## src/msc_pkg.sv

```systemverilog
// constants shared by the serial codec modules
package msc_pkg;

   // ---------------------------------------------------------------
   // clock
   // ---------------------------------------------------------------
   localparam int CLK_MHZ         = 125;
   localparam int CLK_PERIOD_NS   = 1000 / CLK_MHZ;

   // ---------------------------------------------------------------
   // times in ns
   // ---------------------------------------------------------------
   localparam int BIT_TIME_NS     = 100;
   localparam int QUARTER_BIT_NS  = BIT_TIME_NS / 4;
   localparam int HALF_BIT_NS     = BIT_TIME_NS / 2;
   localparam int EDGE_WINDOW_NS  = (BIT_TIME_NS * 3) / 4;
   localparam int COLL_REJECT_NS  = 10;
   localparam int CARR_REJECT_NS  = 20;
   localparam int CARR_OFF_NS     = 160;
   localparam int COLL_OFF_NS     = 160;

   // ---------------------------------------------------------------
   // derived cycle counts
   // ---------------------------------------------------------------
   // delay after a mid-cell edge before the recovered clock rises (rounded up)
   localparam logic [7:0] QBIT_CYC   = 8'((QUARTER_BIT_NS + CLK_PERIOD_NS - 1) / CLK_PERIOD_NS);
   // recovered clock high time (rounded down)
   localparam logic [7:0] HALF_CYC   = 8'(HALF_BIT_NS / CLK_PERIOD_NS);
   // blanking after a mid-cell edge, cell boundary edges fall inside it
   localparam logic [7:0] WIN_CYC    = 8'(EDGE_WINDOW_NS / CLK_PERIOD_NS);
   // a burst must outlast the reject time by one sample to count
   localparam logic [7:0] COLL_ON_CYC  =
      8'((COLL_REJECT_NS + CLK_PERIOD_NS - 1) / CLK_PERIOD_NS + 1);
   localparam logic [7:0] CARR_ON_CYC  =
      8'((CARR_REJECT_NS + CLK_PERIOD_NS - 1) / CLK_PERIOD_NS + 1);
   localparam logic [7:0] CARR_OFF_CYC = 8'(CARR_OFF_NS / CLK_PERIOD_NS);
   localparam logic [7:0] COLL_OFF_CYC = 8'(COLL_OFF_NS / CLK_PERIOD_NS);

   // ---------------------------------------------------------------
   // reset and idle values
   // ---------------------------------------------------------------
   localparam logic [7:0] CNT_RST    = 8'h00;
   localparam logic [1:0] FALLS_RST  = 2'h0;
   localparam logic       RCLK_IDLE  = 1'b0;
   localparam logic       RDATA_IDLE = 1'b1;

   // ---------------------------------------------------------------
   // synchroniser lanes
   // ---------------------------------------------------------------
   localparam int SYNC_W        = 8;
   localparam int SY_RX_LINE    = 0;
   localparam int SY_CARRIER    = 1;
   localparam int SY_COLL       = 2;
   localparam int SY_REF        = 3;
   localparam int SY_SEND_DATA  = 4;
   localparam int SY_SEND_EN    = 5;
   localparam int SY_TEST_SEL   = 6;
   localparam int SY_IDLE_SEL   = 7;

   typedef enum logic [1:0] {
      DEC_IDLE,
      DEC_ACQ,
      DEC_LOCK
   } msc_dec_state_t;

endpackage : msc_pkg

```

## src/msc_codec.sv

```systemverilog
// manchester serial codec: transmit encoder, receive decoder, collision path
`timescale 1ns/1ps
module msc_codec (
   input  wire logic clk,
   input  wire logic resetn,
   input  wire logic ref_clk_20m,
   input  wire logic send_data,
   input  wire logic send_frame_enable,
   input  wire logic idle_zero_sel,
   input  wire logic test_sel,
   input  wire logic rx_line,
   input  wire logic rx_carrier_in,
   input  wire logic collision_in,
   output logic      bit_rate_clock,
   output logic      tx_pos,
   output logic      tx_neg,
   output logic      carrier_present,
   output logic      collision_detect_out,
   output logic      recovered_clock,
   output logic      recovered_data
);
   import msc_pkg::*;

   // ---------------------------------------------------------------
   // input synchronisers
   // ---------------------------------------------------------------
   logic [SYNC_W-1:0] sync_in;
   logic [SYNC_W-1:0] sync_meta;
   logic [SYNC_W-1:0] sync_q;

   assign sync_in[SY_RX_LINE]   = rx_line;
   assign sync_in[SY_CARRIER]   = rx_carrier_in;
   assign sync_in[SY_COLL]      = collision_in;
   assign sync_in[SY_REF]       = ref_clk_20m;
   assign sync_in[SY_SEND_DATA] = send_data;
   assign sync_in[SY_SEND_EN]   = send_frame_enable;
   assign sync_in[SY_TEST_SEL]  = test_sel;
   assign sync_in[SY_IDLE_SEL]  = idle_zero_sel;

   // every pin is asynchronous to clk, so each lane gets two stages
   genvar gi;
   generate
      for (gi = 0; gi < SYNC_W; gi++) begin : g_sync
         always_ff @(posedge clk or negedge resetn) begin
            if (!resetn) begin
               sync_meta[gi] <= 1'b0;
               sync_q[gi]    <= 1'b0;
            end else begin
               sync_meta[gi] <= sync_in[gi];
               sync_q[gi]    <= sync_meta[gi];
            end
         end
      end
   endgenerate

   // ---------------------------------------------------------------
   // edge detection on synchronised lanes
   // ---------------------------------------------------------------
   logic ref_prev;
   logic rx_prev;
   logic next_ref_prev;
   logic next_rx_prev;
   logic ref_rise;
   logic rx_rise;
   logic rx_fall;

   always_comb begin
      next_ref_prev = sync_q[SY_REF];
      next_rx_prev  = sync_q[SY_RX_LINE];
   end

   always_ff @(posedge clk or negedge resetn) begin
      if (!resetn) begin
         ref_prev <= 1'b0;
         rx_prev  <= 1'b0;
      end else begin
         ref_prev <= next_ref_prev;
         rx_prev  <= next_rx_prev;
      end
   end

   // both lanes reset low, so a line idling high gives one rise after reset;
   // the decoder ignores it because it only counts edges once carrier is up
   always_comb begin
      ref_rise = sync_q[SY_REF] & ~ref_prev;
      rx_rise  = sync_q[SY_RX_LINE] & ~rx_prev;
      rx_fall  = ~sync_q[SY_RX_LINE] & rx_prev;
   end

   // ---------------------------------------------------------------
   // transmit path
   // ---------------------------------------------------------------
   // the reference is oversampled at 125 MHz, so the edges carry up to
   // one clk period of phase error; fine for a drop cable, not for jitter
   // budgets tighter than 8 ns
   msc_encoder u_encoder (
      .clk               (clk),
      .resetn            (resetn),
      .ref_rise          (ref_rise),
      .send_data         (sync_q[SY_SEND_DATA]),
      .send_frame_enable (sync_q[SY_SEND_EN]),
      .idle_zero         (sync_q[SY_IDLE_SEL]),
      .bit_rate_clock    (bit_rate_clock),
      .tx_pos            (tx_pos),
      .tx_neg            (tx_neg)
   );

   // ---------------------------------------------------------------
   // carrier and collision detectors
   // ---------------------------------------------------------------
   msc_glitch_filter #(
      .ON_CYC  (COLL_ON_CYC),
      .OFF_CYC (COLL_OFF_CYC)
   ) u_coll_filter (
      .clk     (clk),
      .resetn  (resetn),
      .sig_in  (sync_q[SY_COLL]),
      .sig_out (collision_detect_out)
   );

   msc_glitch_filter #(
      .ON_CYC  (CARR_ON_CYC),
      .OFF_CYC (CARR_OFF_CYC)
   ) u_carr_filter (
      .clk     (clk),
      .resetn  (resetn),
      .sig_in  (sync_q[SY_CARRIER]),
      .sig_out (carrier_present)
   );

   // ---------------------------------------------------------------
   // decoder state
   // ---------------------------------------------------------------
   // the line is timed from the last accepted mid-cell edge, not from a
   // tracked bit clock: cheap, but two neighbouring mid-cell edges must land
   // more than the blanking window apart and a boundary edge less than it
   msc_dec_state_t state;
   msc_dec_state_t next_state;
   logic [1:0]     falls;
   logic [1:0]     next_falls;
   logic [7:0]     since_edge;
   logic [7:0]     next_since_edge;
   logic           pending;
   logic           next_pending;
   logic           pend_data;
   logic           next_pend_data;
   logic           dec_clk;
   logic           next_dec_clk;
   logic           dec_data;
   logic           next_dec_data;
   logic           edge_ok;
   logic           edge_any;
   logic           edge_late;

   // boundary edges sit half a bit after a mid-cell edge and are blanked
   always_comb begin
      edge_any  = rx_rise | rx_fall;
      edge_late = since_edge >= WIN_CYC - 8'h01;
      edge_ok   = edge_any & edge_late;
   end

   always_comb begin
      next_state      = state;
      next_falls      = falls;
      next_since_edge = since_edge;
      next_pending    = pending;
      next_pend_data  = pend_data;
      next_dec_clk    = dec_clk;
      next_dec_data   = dec_data;

      // age counter saturates so a long quiet line cannot wrap into the window
      if (since_edge != 8'hFF) begin
         next_since_edge = since_edge + 8'h01;
      end

      unique case (state)
         DEC_IDLE: begin
            next_falls   = FALLS_RST;
            next_pending = 1'b0;
            if (carrier_present) begin
               next_state = DEC_ACQ;
            end
         end
         DEC_ACQ: begin
            // alternating preamble: every edge is a mid-cell edge
            if (rx_fall) begin
               next_falls = falls + 2'h1;
               if (falls == 2'h1) begin
                  next_state      = DEC_LOCK;
                  next_since_edge = CNT_RST;
                  next_pending    = 1'b1;
                  next_pend_data  = 1'b0;
               end
            end
         end
         DEC_LOCK: begin
            if (edge_ok) begin
               // rising mid-cell edge carries a one
               next_since_edge = CNT_RST;
               next_pending    = 1'b1;
               next_pend_data  = rx_rise;
            end
            if (pending & (since_edge == QBIT_CYC - 8'h01)) begin
               next_dec_clk  = 1'b1;
               next_dec_data = pend_data;
               next_pending  = edge_ok;
            end else if (since_edge == QBIT_CYC + HALF_CYC - 8'h01) begin
               next_dec_clk = 1'b0;
            end
         end
      endcase

      // carrier loss overrides whatever the state machine chose
      if (!carrier_present) begin
         next_state    = DEC_IDLE;
         next_dec_clk  = RCLK_IDLE;
         next_dec_data = RDATA_IDLE;
         next_pending  = 1'b0;
      end
   end

   // ---------------------------------------------------------------
   // decoder registers
   // ---------------------------------------------------------------
   always_ff @(posedge clk or negedge resetn) begin
      if (!resetn) begin
         state      <= DEC_IDLE;
         falls      <= FALLS_RST;
         since_edge <= CNT_RST;
         pending    <= 1'b0;
         pend_data  <= 1'b0;
         dec_clk    <= RCLK_IDLE;
         dec_data   <= RDATA_IDLE;
      end else begin
         state      <= next_state;
         falls      <= next_falls;
         since_edge <= next_since_edge;
         pending    <= next_pending;
         pend_data  <= next_pend_data;
         dec_clk    <= next_dec_clk;
         dec_data   <= next_dec_data;
      end
   end

   // ---------------------------------------------------------------
   // receive outputs and test mode
   // ---------------------------------------------------------------
   logic next_recovered_clock;
   logic next_recovered_data;

   always_comb begin
      next_recovered_clock = dec_clk;
      next_recovered_data  = dec_data;
      // test low trades idle levels for live outputs so thresholds can be probed
      if (!sync_q[SY_TEST_SEL]) begin
         if (state != DEC_LOCK) begin
            next_recovered_data = sync_q[SY_RX_LINE];
            if (carrier_present) begin
               next_recovered_clock = 1'b1;
            end else begin
               next_recovered_clock = bit_rate_clock;
            end
         end
      end
   end

   always_ff @(posedge clk or negedge resetn) begin
      if (!resetn) begin
         recovered_clock <= RCLK_IDLE;
         recovered_data  <= RDATA_IDLE;
      end else begin
         recovered_clock <= next_recovered_clock;
         recovered_data  <= next_recovered_data;
      end
   end

endmodule : msc_codec

```

## src/msc_glitch_filter.sv

```systemverilog
// pulse width filter: output follows input after it holds steady long enough
`timescale 1ns/1ps
module msc_glitch_filter #(
   parameter logic [7:0] ON_CYC  = 8'h02,
   parameter logic [7:0] OFF_CYC = 8'h02
) (
   input  wire logic clk,
   input  wire logic resetn,
   input  wire logic sig_in,
   output logic      sig_out
);
   import msc_pkg::*;

   logic [7:0] cnt;
   logic [7:0] next_cnt;
   logic       next_sig_out;
   logic [7:0] limit;

   always_comb begin
      limit        = sig_out ? OFF_CYC : ON_CYC;
      next_cnt     = CNT_RST;
      next_sig_out = sig_out;
      // any return to the current level restarts the count
      if (sig_in != sig_out) begin
         if (cnt >= limit - 8'h01) begin
            next_sig_out = sig_in;
         end else begin
            next_cnt = cnt + 8'h01;
         end
      end
   end

   always_ff @(posedge clk or negedge resetn) begin
      if (!resetn) begin
         cnt     <= CNT_RST;
         sig_out <= 1'b0;
      end else begin
         cnt     <= next_cnt;
         sig_out <= next_sig_out;
      end
   end

endmodule : msc_glitch_filter

```

## src/msc_encoder.sv

```systemverilog
// manchester encoder and bit clock divider
`timescale 1ns/1ps
module msc_encoder (
   input  wire logic clk,
   input  wire logic resetn,
   input  wire logic ref_rise,
   input  wire logic send_data,
   input  wire logic send_frame_enable,
   input  wire logic idle_zero,
   output logic      bit_rate_clock,
   output logic      tx_pos,
   output logic      tx_neg
);
   import msc_pkg::*;

   logic active;
   logic bit_val;
   logic next_bit_rate_clock;
   logic next_active;
   logic next_bit_val;
   logic next_tx_pos;
   logic next_tx_neg;

   always_comb begin
      next_bit_rate_clock = bit_rate_clock;
      next_active         = active;
      next_bit_val        = bit_val;
      next_tx_pos         = tx_pos;
      next_tx_neg         = tx_neg;
      if (ref_rise) begin
         // one half-cell symbol per reference cycle
         next_bit_rate_clock = ~bit_rate_clock;
         if (!bit_rate_clock) begin
            // rising bit clock: sample the controller and start a cell
            next_active  = send_frame_enable;
            next_bit_val = send_data;
            if (send_frame_enable) begin
               next_tx_pos = ~send_data;
               next_tx_neg = send_data;
            end
         end else if (active) begin
            next_tx_pos = bit_val;
            next_tx_neg = ~bit_val;
         end
         if (!next_active) begin
            // idle: zero differential or positive, chosen by the mode pin
            next_tx_pos = ~idle_zero;
            next_tx_neg = 1'b0;
         end
      end
   end

   always_ff @(posedge clk or negedge resetn) begin
      if (!resetn) begin
         bit_rate_clock <= 1'b0;
         active         <= 1'b0;
         bit_val        <= 1'b0;
         tx_pos         <= 1'b1;
         tx_neg         <= 1'b0;
      end else begin
         bit_rate_clock <= next_bit_rate_clock;
         active         <= next_active;
         bit_val        <= next_bit_val;
         tx_pos         <= next_tx_pos;
         tx_neg         <= next_tx_neg;
      end
   end

endmodule : msc_encoder

```

## config.mk

```make
export PLATFORM = sky130hd
export DESIGN_NAME = msc_codec
export DESIGN_NICKNAME = d
export VERILOG_FILES = /design/src/msc_pkg.sv /design/src/msc_codec.sv /design/src/msc_glitch_filter.sv /design/src/msc_encoder.sv
export SDC_FILE = /design/constraint.sdc
export NUM_CORES = 1
export LEC_CHECK = 0
export ABC_AREA = 0
export BUFFER_PORTS_ARGS = -buffer_cell sky130_fd_sc_hd__clkbuf_2
export CORE_ASPECT_RATIO = 2
export CORE_MARGIN = 1.5
export CORE_UTILIZATION = 59
export CTS_CLUSTER_SIZE = 16
export DETAILED_ROUTE_END_ITERATION = 7
export GPL_TIMING_DRIVEN = 1
export PLACE_DENSITY = 0.79
export REMOVE_ABC_BUFFERS = 1
export SLEW_MARGIN = 20
export SYNTH_ARGS = -nofsm -noshare
export SYNTH_HDL_FRONTEND = slang
export SYNTH_SLANG_ARGS = --single-unit
```

## constraint.sdc

```tcl
create_clock -name clk -period 2.1 [get_ports clk]
set_clock_uncertainty 0.05 [all_clocks]
set_input_delay 0.42 -clock clk [delete_from_list [all_inputs] [get_ports clk]]
set_output_delay 0.42 -clock clk [all_outputs]
set_load 0.03 [all_outputs]
```

### Word-level counts from Yosys, hierarchy flattened

Index checks and enable logic that the tools add are counted.

| word-level totals | value |
|---|---|
| register bits after elaboration | 59 |
| bits in latches | 0 |
| RAM bits | 0 |
| bits in read-only memories | 0 |
| input bits | 10 |
| output and inout port bits | 7 |
| word-level logic and storage cells | 141 |
| memories | 0 |

| cells by class | value |
|---|---|
| add/subtract/negate cells | 6 |
| $mul | 0 |
| div/mod/pow operators | 0 |
| order comparisons | 3 |
| equality and inequality tests | 21 |
| shifts and indexed selects | 0 |
| multiplexer cells | 49 |
| bitwise gates (word level) | 13 |
| reduce and logical (&&, ||, !) cells | 13 |

Operators with widths:

| cell | count |
|---|---|
| 8-bit 2-to-1 mux | 8 |
| 1-bit 2-to-1 mux | 30 |
| 8-bit by 1-bit adder with 8-bit output (second input constant) | 3 |
| 8-bit greater-or-equal comparator | 2 |
| 8-bit one-hot mux with 2 select lines | 1 |
| 8-bit by 1-bit subtractor with 8-bit output (second input constant) | 2 |
| 3-bit inequality test (second input constant) | 5 |
| 2-bit inequality test (second input constant) | 6 |
| 2-bit AND reduction | 6 |
| 5-bit 2-to-1 mux | 2 |
| 3-bit AND reduction | 3 |
| 8-bit by 2-bit == test with 1-bit output (second input constant) | 1 |
| 8-bit by 4-bit == test with 1-bit output (second input constant) | 1 |
| 8-bit by 4-bit greater-or-equal comparator with 1-bit output (second input constant) | 1 |
| 2-bit 2-to-1 mux | 4 |
| 8-bit inequality test (second input constant) | 1 |
| 2-bit one-hot mux with 2 select lines | 2 |
| 1-bit NOT | 7 |
| 1-bit bitwise AND | 5 |
| 2-bit by 1-bit == test with 1-bit output (second input constant) | 2 |
| 4-bit inequality test (second input constant) | 1 |
| 4-bit AND reduction | 1 |
| 2-bit nonzero test | 2 |
| 3-bit by 2-bit inequality test with 1-bit output (second input constant) | 1 |
| other kinds (7) | 8 |

### Depth between registers and ports, before layout

| depth | value |
|---|---|
| depth after elaboration | 8 |
| depth in mapped cells | 6 |
| mapped depth without buffers | 6 |

### Hierarchy

Synthesis repeated with hierarchy kept, for this count alone.

| unflattened totals | value |
|---|---|
| cells, all modules | 218 |
| area total of the unflattened synthesis | 2566.2 um^2 |

Modules (own cells, without submodules):

| module | times used | cells an instance | area an instance (um^2) | seq. area each (um^2) |
|---|---|---|---|---|
| msc_codec | 1 | 129 | 1511.4 | 903.4 |
| msc_glitch_filter (u_coll_filter) | 1 | 39 | 434.2 | 225.2 |
| msc_glitch_filter (u_carr_filter) | 1 | 32 | 401.6 | 225.2 |
| msc_encoder | 1 | 18 | 219.0 | 126.4 |

### Worst setup path before layout

No wires, ideal clock.

| timing | value |
|---|---|
| path kind | reg-to-reg |
| from | reg u_coll_filter.sig_out |
| to | reg u_coll_filter.sig_out |
| setup time | 125 ps |
| data arrival time | 1602 ps |
| required time | 1925 ps |
| path slack | 323 ps |
| cell stages (with the launch flop) | 6 |
| buffers on the path | 0 |
| period minus slack after synthesis | 1777 ps |
| cell sequence | dfrtp_1 > ha_1 > nand2b_1 > a211oi_1 > o21ai_0 > mux2_2 |

| on the way | value |
|---|---|
| longest elaborated chain between the ends | 4 |
| elaborated cells on any way between the ends | 5 |
| those cells by class | add/sub: 1; order compare: 1; eq/ne: 1; mux: 1; reduce/logical: 1 |

Ends and longest elaborated chain:

| what | RTL line | RTL |
|---|---|---|
| from (decl) | msc_glitch_filter.sv:10 | `output logic sig_out` |
| from (signal assigned) | msc_glitch_filter.sv:39 | `sig_out <= next_sig_out;` |
| 5-bit 2-to-1 mux | msc_glitch_filter.sv:20 | `limit = sig_out ? OFF_CYC : ON_CYC;` |
| 8-bit by 1-bit subtractor with 8-bit output | msc_glitch_filter.sv:25 | `if (cnt >= limit - 8'h01) begin` |
| 8-bit greater-or-equal comparator | msc_glitch_filter.sv:25 |  |
| 2-bit AND reduction (no line) * | n/a |  |

Every way passes the cells marked *; elsewhere a longest branch is shown, timed or not.
A chain may end at the register's enable or synchronous reset.

### Final worst setup path

Same ends and word-level chain as after synthesis.

==> impl_metrics.json <==
{
  "crit_path_cell_trace": "ha_1 > nand2b_1 > a211oi_1 > o21ai_0 > mux2_2",
  "final_layout_size_suffix_gt1_share_pct": 18.1,
  "finalSetupTns_ns": 0,
  "yosys.area.top_type": "dfrtp_1",
  "die_h_um": 95.1,
  "synth-seq-area-share_pct": 59.1,
  "holdBufCountCts": 0,
  "htreeDepth": 3,
  "crit_required_ns": 2.26,
  "worst_slew_pin_slew_ns": 0.514,
  "num_io_pins": 17,
  "ir_drop_uv": 759,
  "synth_edf_count": 0,
  "stdcell_count": 301,
  "status": "complete, no violations",
  "cp-end-kind": "register",
  "n_antenna_cell": 0,
  "synth-seq-cells": 59,
  "yosysWarnings": 0,
  "cts_made_buffers": 9,
  "synthesis.area_mm2": 0.00250,
  "postRouteAntennaNets": 0,
  "dieArea_mm2": 0.00466,
  "cts_resized": 0,
  "maxSlewViolCount": 0,
  "cp_num_buf_inv": 0,
  "grt_max_degree": 60,
  "initial_core_util_pct": 61.2,
  "period_share_pct": 83.5,
  "gp_congestion": 0.824,
  "ys_top_cells_by_area": "dfrtp_1, ha_1, dfstp_2",
  "max_stage_delay_ns": 0.43,
  "holdCritPathClass": "input port to asynchronous set/reset pin",
  "powerDensity_mw_per_mm2": 1020,
  "period_needed_ns": 1.75,
  "finalNetCount": 268,
  "drc_errors": 0,
  "area_growth_syn_to_layout_pct": 15.0,
  "cts_buffer_depth": 2,
  "cts_sinks": 59,
  "cp_max_fo": 5,
  "p_leak_nw": 1.36,
  "clk_pin_slew_ns": 0.07,
  "cap_violations": 0,
  "root_buffer": "clkbuf_8",
  "start_kind": "register",
  "grt_usage_pct": 19.8,
  "grt_pass1_wl_um": 6860,
  "rsz0062_at_grt": "no",
  "dp_hpwl_um": 2880,
  "cts_tree": "done",
  "io_buffers": 16,
  "setup_violations": 0,
  "firstDrtPassIters": 4,
  "cp_slowest_cell": "dfrtp_1",
  "crit_family": "flip-flops",
  "yosysTopAreaCellShare_pct": 56.0,
  "cts_setup_buffers": 0,
  "synth_cells": 216,
  "grt_pass1_vias": 1623,
  "slew_headroom_pct": 65.6,
  "rows": 33,
  "wl_per_cell_um": 13.2,
  "max_freq_mhz": 570,
  "syn_avg_cell_area_um2": 11.6,
  "worstSetupPathType": "register to register",
  "viasPerCell": 5.38,
  "fp.dieW_um": 49.1,
  "async_reset_ff_share_pct": 100,
  "crit_arrival_ns": 1.92,
  "dr_total_vias": 1618,
  "core_area_mm2": 0.00409,
  "drt-total-wl_um": 3990,
  "antenna_found_initial": 0,
  "clock_latency_ns": 0.33,
  "overflow": 0,
  "drt-initial-drc-count": 30,
  "synth_cell_type_count": 40,
  "ys.flop_type": "dfrtp_1",
  "dp.cells": 285,
  "finalHoldViolCount": 0
}
## final timing paths
check	slack, ns	start	cells past startpoint	to
setup / recovery	0.35	u_coll_filter.sig_out	5	u_coll_filter.sig_out
hold / removal	0.03	resetn	2	falls[0]
setup reg to reg	0.35	u_coll_filter.sig_out	5	u_coll_filter.sig_out
hold reg to reg	0.30	sync_meta[6]	0	sync_q[6]
max in group asynchronous	1.66	resetn	2	dec_data
min in group clk	0.14	send_frame_enable	1	sync_meta[5]
## area by class of cell
cell class,count,area (um^2)
timing repair buffer,17,100
clock buffer,11,151
fill,279,1210
sequential,59,1480
tap,52,65.1
multi-input combinational,141,960
inverter,16,60.1
clock inverter,5,61.3
## per-stage QoR
step	instance area [um^2]	hold slack, ns	total power [W]	utilization (%)	worst slack (ns)
2_1_floorplan	2500	0.0744	0.00175	-	0.323
3_3_place_gp	2670	0.281	0.00190	65.2	0.396
3_5_place_dp	2670	0.285	0.00191	65.2	0.380
4_1_cts	2880	0.0482	0.00296	70.4	0.348
5_1_grt	2880	0.0700	0.00309	70.4	0.242
6_report	2880	0.0342	0.00293	70.4	0.346
## logic make-up after synthesis
family / Yosys count / synth area share (%)
and+or+nand+nor: 70 / 14.0
DFF: 59 / 59.2
AOI/OAI and AO/OA: 33 / 9.15
buffers and inverters: 19 / 2.95
adders and majority gates: 14 / 7.00
xor gates and xnor gates: 12 / 4.20
muxes: 8 / 3.45
other: 1 / 0.150
## cells in the final DEF, fill, tap and decap left out, drive strengths merged, types with 6 or more instances in the layout
cell type and count:
nor2 20, clkbuf 27, nand3 9, and3 6, xor2 6, o21ai 8
xnor2 6, nand2 15, ha 14, dfrtp 56, inv 16
## flip-flops by register name, summed over array words and instances (netlist names), 2 cells and up
name and flops:
u_carr_filter.cnt 8, sync_meta 8, state 2, since_edge 8
falls 2, sync_q 6, u_coll_filter.cnt 8
## synthesized netlist by cell type (4+ instances only)
| cell | count |
|---|---|
| a211oi_1 | 4 |
| a21oi_1 | 4 |
| a31oi_1 | 5 |
| and3_1 | 6 |
| dfrtp_1 | 56 |
| ha_1 | 14 |
| inv_1 | 16 |
| mux2_2 | 5 |
| nand2_1 | 15 |
| nand2b_1 | 5 |
| nand3_1 | 9 |
| nor2_1 | 20 |
| o21ai_0 | 8 |
| xnor2_1 | 6 |
| xor2_1 | 6 |
## report_power, final
part | switching [W] | total, W | internal (W)
logic | 0.000283 | 0.000484 | 0.000201
registers | 0.000128 | 0.00140 | 0.00127
clock network | 0.000437 | 0.00105 | 0.000613
total | 0.000848 | 0.00293 | 0.00208
## layer usage
| metal | wire [um] | track usage, % |
|---|---|---|
| met1 | 1570 | 20.5 |
| met2 | 2240 | 36.5 |
| met3 | 87 | 3.76 |
| met4 | 93 | 11.4 |
| met5 | 0 | 0 |
(Power assumes the default switching activity.)
